## src/hw/afc_params.svh

```systemverilog
`ifndef AFC_PARAMS_SVH
`define AFC_PARAMS_SVH
`define AUTO_FLOW_CONTROL_CONFIG_OFFSET     8'hac
`define AFC_STATUS_OFFSET  8'hc0
`define AUTO_FLOW_CONTROL_CONFIG_RESET      32'h0000_0000
`define AUTO_FLOW_CONTROL_CONFIG_WMASK      32'h00ff_ffff
`define FIFO_HIGH_THRESHOLD_MSB         23
`define FIFO_HIGH_THRESHOLD_LSB         16
`define FIFO_LOW_THRESHOLD_MSB         15
`define FIFO_LOW_THRESHOLD_LSB         8
`define AFC_DUR_MSB        7
`define AFC_DUR_LSB        4
`define AFC_MULT_BIT       3
`define AFC_BRD_BIT        2
`define AFC_ADD_BIT        1
`define AFC_ANY_BIT        0
`define AFC_CLK_NS         40
`define AFC_JAM_UNIT_NS    5000
`define AFC_JAM_10M_NS     2200
`endif

```

## src/hw/afc_pkg.sv

```systemverilog
package afc_pkg;
  typedef enum logic [0:0] {
    FC_IDLE,
    FC_PAUSED
  } afc_fd_state_t;
endpackage

```

## src/hw/afc_flow_ctrl.sv

```systemverilog
// Contract
// No pause or jam while transmitter disabled
// High threshold in 64-byte units triggers
// Full duplex: one pause frame at high
// Half duplex: jam matching frames for duration
// Below low threshold: send zero-time pause
// Zero pause only after pause, when enabled
// Software keeps low below high
// Duration field ignored in full duplex
// Duration table, 10M adds 2.2 us
// Multicast criterion jams in half duplex
// Broadcast criterion jams in half duplex
// Own-address criterion jams in half duplex
// Any-frame bit enables both duplex modes
// Any-frame half duplex reacts at preamble
// Any-frame full duplex requests pause immediately
// Any-frame overrides other criteria
// No criteria set means no action
`include "afc_params.svh"
`timescale 1ns/1ps
`default_nettype none
module afc_flow_ctrl #(
  parameter int unsigned JAM_UNIT_CYC = `AFC_JAM_UNIT_NS / `AFC_CLK_NS,
  parameter int unsigned JAM_10M_CYC  = `AFC_JAM_10M_NS / `AFC_CLK_NS
) (
  input  wire logic        sys_clk_i,
  input  wire logic        reset_i,
  input  wire logic [7:0]  reg_addr_i,
  input  wire logic [31:0] reg_wdata_i,
  input  wire logic        reg_wr_i,
  input  wire logic        reg_rd_i,
  output logic      [31:0] reg_rdata_o,
  input  wire logic [13:0] rx_fifo_level_i,
  input  wire logic        tx_enable_i,
  input  wire logic        full_duplex_i,
  input  wire logic        speed_100_i,
  input  wire logic [15:0] pause_time_value_i,
  input  wire logic        frame_start_i,
  input  wire logic        addr_valid_i,
  input  wire logic        frame_multicast_i,
  input  wire logic        frame_broadcast_i,
  input  wire logic        frame_own_addr_i,
  output logic             pause_req_o,
  output logic             pause_zero_o,
  output logic      [15:0] pause_time_o,
  output logic             jam_o
);

  logic [31:0]               cfg_q;
  logic [31:0]               cfg_d;
  logic [31:0]               rdata_q;
  logic [31:0]               rdata_d;
  afc_pkg::afc_fd_state_t    state_q;
  afc_pkg::afc_fd_state_t    state_d;
  logic                      pause_req_q;
  logic                      pause_req_d;
  logic                      pause_zero_q;
  logic                      pause_zero_d;
  logic [15:0]               pause_time_q;
  logic [15:0]               pause_time_d;
  logic [13:0]               jam_cnt_q;
  logic [13:0]               jam_cnt_d;

  logic [7:0] hi_thr;
  logic [7:0] lo_thr;
  logic [3:0] dur_code;
  logic       crit_any;
  logic       crit_none;
  logic [7:0] fill_units;
  logic       hi_hit;
  logic       lo_below;
  logic       jam_hit;
  logic       crit_match;

  // Jam length in cycles; table is multiples of 5 us
  function automatic logic [13:0] jam_cycles(input logic [3:0] code, input logic fast);
    logic [7:0]  units;
    logic [31:0] cyc;
    units = 8'h00;
    unique case (code)
      4'h0: units = 8'h01;
      4'h1: units = 8'h02;
      4'h2: units = 8'h03;
      4'h3: units = 8'h05;
      default: units = 8'((code - 4'h3) * 10);
    endcase
    cyc = 32'(units) * 32'(JAM_UNIT_CYC) + (fast ? 32'h0 : 32'(JAM_10M_CYC));
    return cyc[13:0];
  endfunction

  assign hi_thr     = cfg_q[`FIFO_HIGH_THRESHOLD_MSB:`FIFO_HIGH_THRESHOLD_LSB];
  assign lo_thr     = cfg_q[`FIFO_LOW_THRESHOLD_MSB:`FIFO_LOW_THRESHOLD_LSB];
  assign dur_code   = cfg_q[`AFC_DUR_MSB:`AFC_DUR_LSB];
  assign crit_any   = cfg_q[`AFC_ANY_BIT];
  assign crit_none  = cfg_q[`AFC_MULT_BIT:`AFC_ANY_BIT] == 4'h0;
  // Level in 64-byte units, so compare against raw thresholds
  assign fill_units = rx_fifo_level_i[13:6];
  assign hi_hit     = fill_units >= hi_thr;
  assign lo_below   = fill_units < lo_thr;

  // Criteria only matter once the destination is decoded
  assign crit_match = (cfg_q[`AFC_MULT_BIT] && frame_multicast_i)
                   || (cfg_q[`AFC_BRD_BIT] && frame_broadcast_i)
                   || (cfg_q[`AFC_ADD_BIT] && frame_own_addr_i);

  always_comb begin
    jam_hit = 1'b0;
    if (tx_enable_i && !full_duplex_i && hi_hit) begin
      if (crit_any) begin
        jam_hit = frame_start_i;
      end else begin
        jam_hit = addr_valid_i && crit_match;
      end
    end
  end

  always_comb begin
    cfg_d   = cfg_q;
    rdata_d = 32'h0000_0000;
    if (reg_wr_i && reg_addr_i == `AUTO_FLOW_CONTROL_CONFIG_OFFSET) begin
      cfg_d = reg_wdata_i & `AUTO_FLOW_CONTROL_CONFIG_WMASK;
    end
    if (reg_rd_i) begin
      unique case (reg_addr_i)
        `AUTO_FLOW_CONTROL_CONFIG_OFFSET:    rdata_d = cfg_q;
        `AFC_STATUS_OFFSET: rdata_d = {14'h0000, jam_cnt_q, 1'b0, jam_o,
                                       state_q == afc_pkg::FC_PAUSED, hi_hit};
        default:            rdata_d = 32'h0000_0000;
      endcase
    end
  end

  always_comb begin
    state_d      = state_q;
    pause_req_d  = 1'b0;
    pause_zero_d = pause_zero_q;
    pause_time_d = pause_time_q;
    unique case (state_q)
      afc_pkg::FC_IDLE: begin
        // Single request; MAC queues it for its next window
        if (tx_enable_i && full_duplex_i && crit_any && hi_hit) begin
          state_d      = afc_pkg::FC_PAUSED;
          pause_req_d  = 1'b1;
          pause_zero_d = 1'b0;
          pause_time_d = pause_time_value_i;
        end
      end
      afc_pkg::FC_PAUSED: begin
        // Disabling drops the pending resume rather than sending it late
        if (!crit_any || !full_duplex_i) begin
          state_d = afc_pkg::FC_IDLE;
        end else if (tx_enable_i && lo_below) begin
          state_d      = afc_pkg::FC_IDLE;
          pause_req_d  = 1'b1;
          pause_zero_d = 1'b1;
          pause_time_d = 16'h0000;
        end
      end
    endcase
  end

  always_comb begin
    jam_cnt_d = jam_cnt_q;
    if (!tx_enable_i || full_duplex_i) begin
      jam_cnt_d = 14'h0000;
    end else if (jam_hit) begin
      jam_cnt_d = jam_cycles(dur_code, speed_100_i);
    end else if (jam_cnt_q != 14'h0000) begin
      // Reload wins over decrement, so close frames extend the jam
      jam_cnt_d = jam_cnt_q - 14'h0001;
    end
  end

  always_ff @(posedge sys_clk_i) begin
    if (reset_i) begin
      cfg_q        <= `AUTO_FLOW_CONTROL_CONFIG_RESET;
      rdata_q      <= 32'h0000_0000;
      state_q      <= afc_pkg::FC_IDLE;
      pause_req_q  <= 1'b0;
      pause_zero_q <= 1'b0;
      pause_time_q <= 16'h0000;
      jam_cnt_q    <= 14'h0000;
    end else begin
      cfg_q        <= cfg_d;
      rdata_q      <= rdata_d;
      state_q      <= state_d;
      pause_req_q  <= pause_req_d;
      pause_zero_q <= pause_zero_d;
      pause_time_q <= pause_time_d;
      jam_cnt_q    <= jam_cnt_d;
    end
  end

  assign reg_rdata_o  = rdata_q;
  assign pause_req_o  = pause_req_q;
  assign pause_zero_o = pause_zero_q;
  assign pause_time_o = pause_time_q;
  assign jam_o        = jam_cnt_q != 14'h0000;
endmodule // afc_flow_ctrl
`default_nettype wire

```

## config.mk

```make
export PLATFORM = sky130hd
export DESIGN_NAME = afc_flow_ctrl
export DESIGN_NICKNAME = d
export VERILOG_FILES = /design/src/hw/afc_pkg.sv /design/src/hw/afc_flow_ctrl.sv
export VERILOG_INCLUDE_DIRS = /design/src /design/src/hw
export SDC_FILE = /design/constraint.sdc
export NUM_CORES = 1
export LEC_CHECK = 0
export ABC_AREA = 1
export BUFFER_PORTS_ARGS = -buffer_cell sky130_fd_sc_hd__buf_2
export CAP_MARGIN = 20
export CORE_MARGIN = 1.5
export CORE_UTILIZATION = 45
export DETAILED_ROUTE_END_ITERATION = 10
export PLACE_DENSITY = 0.69
export RECOVER_POWER = 50
export SLEW_MARGIN = 20
export SYNTH_ARGS = -nofsm -noshare
export SYNTH_HDL_FRONTEND = slang
export SYNTH_SLANG_ARGS = --single-unit
```

## constraint.sdc

```tcl
create_clock -name sys_clk_i -period 6.1 [get_ports sys_clk_i]
set_clock_uncertainty 0.05 [all_clocks]
set_input_delay 0.305 -clock sys_clk_i [delete_from_list [all_inputs] [get_ports sys_clk_i]]
set_output_delay 0.305 -clock sys_clk_i [all_outputs]
set_load 0.02 [all_outputs]
```

**Yosys cells after proc, flatten, opt, wreduce, memory -nomap -nowiden**

Cells that the tools add are included.

- Register bits after elaboration: 89
- Memory bits (writable): 0
- Memory bits (read-only): 0
- Latch bits: 0
- Memories: 0
- Word-level logic and storage cells: 72

- Equal/unequal tests: 8
- Bitwise logic cells: 2
- Add/sub/neg operators: 3
- Multiplexer cells: 24
- Div/mod/pow operators: 0
- Reduce and logical (&&, ||, !) cells: 24
- $lt $le $gt $ge: 2
- $mul: 2
- Shift operators: 0

Operators with widths:

| kind | count |
|---|---|
| 2-to-1 mux 16 bit | 3 |
| one-hot mux 24 bit (2 select lines) | 1 |
| multiplier 32 x 3 -> 7 bit, second input constant | 1 |
| one-hot mux 16 bit (2 select lines) | 1 |
| one-hot mux 8 bit (4 select lines) | 1 |
| 2-to-1 mux 14 bit | 2 |
| == test 8 bit, second input constant | 2 |
| 2-to-1 mux 8 bit | 2 |
| adder 14 x 6 -> 14 bit | 1 |
| multiplier 8 x 7 -> 14 bit, second input constant | 1 |
| nonzero test 14 bit | 1 |
| subtractor 14 x 1 -> 14 bit, second input constant | 1 |
| logical AND 1 bit | 11 |
| 2-to-1 mux 1 bit | 10 |
| == test 4 x 2 -> 1 bit, second input constant | 2 |
| >= comparator 8 bit | 1 |
| less-than comparator 8 bit | 1 |
| 2-to-1 mux 6 bit | 1 |
| one-hot mux 1 bit (2 select lines) | 3 |
| subtractor 4 x 2 -> 5 bit, second input constant | 1 |
| == test 4 x 1 -> 1 bit, second input constant | 1 |
| logical NOT 4 bit | 1 |
| logical OR 1 bit | 4 |
| inequality test 2 bit, second input constant | 2 |
| other kinds (6) | 10 |

**Logic depth before layout (Yosys ltp)**

- Depth in word-level cells: 11
- Mapped depth: 27

**Least setup slack after synthesis**

Ideal clock, no wire load.

- Path type: reg-to-reg
- Start: register cfg_q[4]
- End: register jam_cnt_q[12]
- Data arrival time: 4988 ps
- Period minus slack after synthesis: 5154 ps
- Path buffers: 0
- Library setup time: 117 ps
- Data required time: 5933 ps
- Slack: 946 ps
- Cell stages (with the launch flop): 23
- Cells stage by stage: dfxtp_1 -> inv_1 -> ha_1 -> ha_1 -> ha_1 -> fa_1 -> nand2_1 -> inv_1 -> ha_1 -> inv_1 -> fa_1 -> inv_1 -> fa_1 -> inv_1 -> fa_1 -> inv_1 -> ha_1 -> a21o_1 -> o21ai_0 -> nand3_1 -> xor2_1 -> nor2_1 -> nor3_2

- Longest elaborated chain between the ends: 8

Ends and longest elaborated chain:

| item | RTL line | RTL |
|---|---|---|
| start: declaration | afc_flow_ctrl.sv:49 | `logic [31:0] cfg_q;` |
| start signal: assignment | afc_flow_ctrl.sv:176 | `` cfg_q <= `AUTO_FLOW_CONTROL_CONFIG_RESET; `` |
| start signal: assignment | afc_flow_ctrl.sv:184 | `cfg_q <= cfg_d;` |
| subtractor 4 x 2 -> 5 bit | afc_flow_ctrl.sv:85 | `default: units = 8'((code - 4'h3) * 10);` |
| multiplier 32 x 3 -> 7 bit | afc_flow_ctrl.sv:85 |  |
| one-hot mux 8 bit (4 select lines) * | afc_flow_ctrl.sv:80 | `unique case (code)` |
| 2-to-1 mux 8 bit * | afc_flow_ctrl.sv:166 | `end else if (jam_hit) begin` |
| 2-to-1 mux 8 bit * | afc_flow_ctrl.sv:164 | `if (!tx_enable_i \|\| full_duplex_i) begin` |
| multiplier 8 x 7 -> 14 bit * | afc_flow_ctrl.sv:87 | `cyc = 32'(units) * 32'(JAM_UNIT_CYC) + (fast ? 32'h0 : 32'(JAM_10M_CYC));` |
| adder 14 x 6 -> 14 bit * | afc_flow_ctrl.sv:87 |  |
| 2-to-1 mux 14 bit * | afc_flow_ctrl.sv:166 |  |
| end signal: assignment | afc_flow_ctrl.sv:190 | `jam_cnt_q <= jam_cnt_d;` |
| end: declaration | afc_flow_ctrl.sv:61 | `logic [13:0] jam_cnt_q;` |

Mark *: on every way between the ends. The rest lies on a longest branch, timed or not. The select of a mux whose other input is x is not followed.
A chain may end at the register's enable or synchronous reset.

**Worst setup path in the final report**

Same ends and word-level chain as after synthesis.

==> flow_metrics.tcl <==
set metrics [dict create \
    cts_root_buf "sky130_fd_sc_hd__clkbuf_16" \
    timing.final.crit_share_pct 89.39 \
    grt_first_pass_wirelength_um 21160 \
    finalPower_mw 2.120 \
    setup_ws_ns 0.6473 \
    power.internal_mw 1.228 \
    first_pass_iters 4 \
    finalMaxSlewViolations 45 \
    cts_hold_buf 0 \
    final_layout_size_suffix_gt1_share_pct 13.29 \
    place.gp.congestion 0.8354 \
    number_of_antenna_violations_at_the_first_check_in_global_routing 0 \
    clk-insertion-delay-late_ns 0.33 \
    crit-reg2reg-capture "jam_cnt_q[12]" \
    fin_nets 1017 \
    mappedNetlistArea_um2 5723 \
    max_freq_mhz 183.4 \
    syn_inst 745 \
    crit_family "adder cells" \
    cp_common_cell "sky130_fd_sc_hd__inv_1" \
    die_width_um 115.8 \
    power.clock.fraction_pct 22.7 \
    io_pins 133 \
    clock_sinks 81 \
    hold_path_depth 3 \
    maxSlewHeadroom_pct -9.367 \
    synthesized_area_fraction_occupied_by_and_or_nand_nor_cells_pct 23.20 \
    core-area_um2 12520 \
    die_area_um2 13400 \
    start_util_pct 45.72 \
    finalHoldViolations 0 \
    port-buffer-count 110 \
    synth_compound_gate_area_share_pct 11.19 \
    final.min_clock_period_ns 5.453 \
    crit_chain "inv_1 > ha_1 > ha_1 > ha_1 > fa_1 > nand2_1 > inv_1 > ha_1 > inv_1 > fa_1 > inv_1 > fa_1 > inv_1 > fa_1 > inv_1 > ha_1 > a21o_1 > o21ai_0 > nand3_1 > xor2_1 > nor2_1 > nor3_2" \
    postSynthAreaPerCell_um2 7.682 \
    holdCritPathClass "input pin to flop" \
    source_of_the_worst_register_to_register_timing_path "cfg_q[4]" \
    routed_wire_length_per_instance_um 12.73 \
    worst_path_max_delay_cell "sky130_fd_sc_hd__fa_1" \
    worstSetupEndpointType "flop" \
    area_of_the_multi_input_gates_um2 3521 \
    leakagePower_nw 3.201 \
    place.detailed.instances 1007 \
    cts-buffers-inserted 9 \
    crit_buf_inv 6 \
    finish.utilization_pct 52.58 \
    synth_sequential_area_ratio_pct 28.33 \
    busiest_layer_in_global_routing "met2" \
    fp-row-count 41 \
    combinational_power_share_pct 48.0 \
    global_route.overflow_total 0 \
    drt.antenna.violating_nets 0 \
    violations "capacitance limit, slew limit" \
    startpoint_type "flop" \
    synth_cell_types 43 \
    cts_max_path_buffers 2 \
    yosys_warnings 0 \
    post-synth-top-area-fraction_pct 28.33 \
    final_tns_setup_ns 0 \
    worst-r2r-setup-slack_ns 0.65 \
    timing.critical_path.required_ns 6.27 \
    seq_power_share_pct 29.3 \
    crit_path_max_fanout 5 \
    maxCapViolations 1 \
    setup_viol 0 \
    synth_top_area_cell "sky130_fd_sc_hd__dfxtp_1" \
    most-common-layout-cells "sky130_fd_sc_hd__nand2_1, sky130_fd_sc_hd__inv_1, sky130_fd_sc_hd__dfxtp_1" \
    grt_util_met3_pct 3.818 \
    synthXorXnorAreaFrac_pct 4.132 \
    timing_worst_slew_pin_value_ns 1.640 \
    most_common_cell_after_layout_fill_and_taps_aside "sky130_fd_sc_hd__nand2_1" \
    crit_path_max_incr_delay_ns 0.53 \
    detailed_placer_s_ending_hpwl_um 10280 \
    grt_setup_unrepaired "no" \
    synth.area.top_cells "sky130_fd_sc_hd__dfxtp_1, sky130_fd_sc_hd__ha_1, sky130_fd_sc_hd__nand2_1, sky130_fd_sc_hd__fa_1, sky130_fd_sc_hd__inv_1" \
    dpl_cell_area_um2 6375 \
    grt_pass1_vias 4536 \
    route.vias.total 4894 \
    total_of_cells_resized_after_clock_tree_synthesis 0 \
    type_of_the_worst_setup_path "flop to flop" \
    yosys-mux-area-fraction_pct 0 \
    cts.repair_timing.setup_buffer_count 0 \
    clkSlewWorstSetupHoldPaths_ns 0.06 \
    stdcell_count 1022 \
    route.final.wire_length_um 13010 \
    met2_resource_use_gr_pct 32.47 \
    crit_arrival_ns 5.63 \
    cts_tree "built" \
    r2r.worst_path.cells 22 \
    status "finished, violations left" \
    groute.layer.met1.usage_pct 26.91 \
    grt_util_all_layers_pct 19.78 \
    die_y_um 115.8 \
    grt_max_degree 45 \
    power_density_nw_per_um2 322.2 \
    flops_latches_synth 81 \
    antenna_cells_inserted 0 \
    vias_per_cell 4.789 \
    hold_start "pause_time_value_i[0]" \
    worst_hold_slack_ns 0.1612 \
    min_to "pause_time_o[0]" \
    detailedPlace.worstSlack_ns 0.6449 \
    residual_drc_count 0 \
    switching_share_pct 42.07 \
    adder_and_majority_cell_fraction_of_the_synthesized_area_pct 22.47 \
    fillerInstances 1312 \
    postLayoutCellArea_um2 6581 \
    depth_of_the_cts_h_tree 3 \
    power.switching_mw 0.8921 \
    register_area_um2 1622 \
    combinational_family_with_the_most_area_after_synthesis "simple AND/OR/NAND/NOR gates" \
    drc_violation_total_after_the_first_tritonroute_iteration 269 \
    area_growth_pct 15.00 \
    power.ir.vdd_worst_mv 0.1598 \
]
[cell usage after synthesis (all sizes together)]
| master | instances |
|---|---|
| o21ai | 36 |
| o21a | 1 |
| a211oi | 1 |
| o31ai | 1 |
| inv | 117 |
| xnor2 | 7 |
| a21o | 2 |
| buf | 17 |
| nor2 | 34 |
| nand3 | 26 |
| fa | 23 |
| nor4 | 1 |
| a22oi | 1 |
| a21oi | 71 |
| nand4 | 24 |
| ha | 66 |
| nand3b | 18 |
| clkbuf | 12 |
| conb | 1 |
| nand2 | 159 |
| a31oi | 4 |
| nor3 | 16 |
| dfxtp | 81 |
| a21boi | 1 |
| clkinv | 2 |
| o21bai | 2 |
| xor2 | 20 |
| or2 | 1 |
[tightest hold or removal path: stages]
cell                      delay, ns
sky130_fd_sc_hd__buf_2         0.07
sky130_fd_sc_hd__nand4_1       0.08
sky130_fd_sc_hd__nand2_1       0.06
[worst max-delay path by stage]
| stage | start | end | cells past startpoint |
|---|---|---|---|
| after CTS | cfg_q[4] | jam_cnt_q[12] | 22 |
| after floorplan | cfg_q[4] | jam_cnt_q[12] | 22 |
| after global routing | cfg_q[4] | jam_cnt_q[12] | 25 |
| after global placement | cfg_q[4] | jam_cnt_q[12] | 22 |
| final | cfg_q[4] | jam_cnt_q[12] | 22 |
| after detailed placement | cfg_q[4] | jam_cnt_q[12] | 22 |
[cells by family after synthesis]
group | after synthesis
compound gates | 120
xor+xnor | 27
flops | 81
buf+inv | 148
simple gates | 279
other cells | 1
fa+ha+maj | 89
[cell type report]
cell class,instances,share of cell area (%)
Clock buffer,10,3.479
Clock inverter,5,0.5133
Inverter,119,6.863
Multi-Input combinational cell,523,53.50
Sequential cell,81,24.64
Tap cell,172,3.270
Timing Repair Buffer,112,7.738
[routing by layer]
metal,vias to the layer above,share of wire [%]
met3,9,4.0
met5,-,0
met1,2203,48
met2,78,47
met4,0,0.95
li1,2604,-
[sequential cells by signal, summed over array words and instances, names as in the netlist]
signal	count
reg_rdata_o	24
cfg_q	24
pause_zero_o	1
pause_req_o	1
state_q	1
jam_cnt_q	14
pause_time_o	16
[power groups by stage]
stage	Sequential, mW	Clock (mW)	Combinational (mW)
2_1_floorplan	0.619	0	0.830
3_3_place_gp	0.633	0	1.02
3_5_place_dp	0.632	0	1.01
4_1_cts	0.621	0.487	1.03
5_1_grt	0.629	0.513	1.16
6_report	0.622	0.480	1.02
Note: power is estimated with default switching activity, not from simulation.
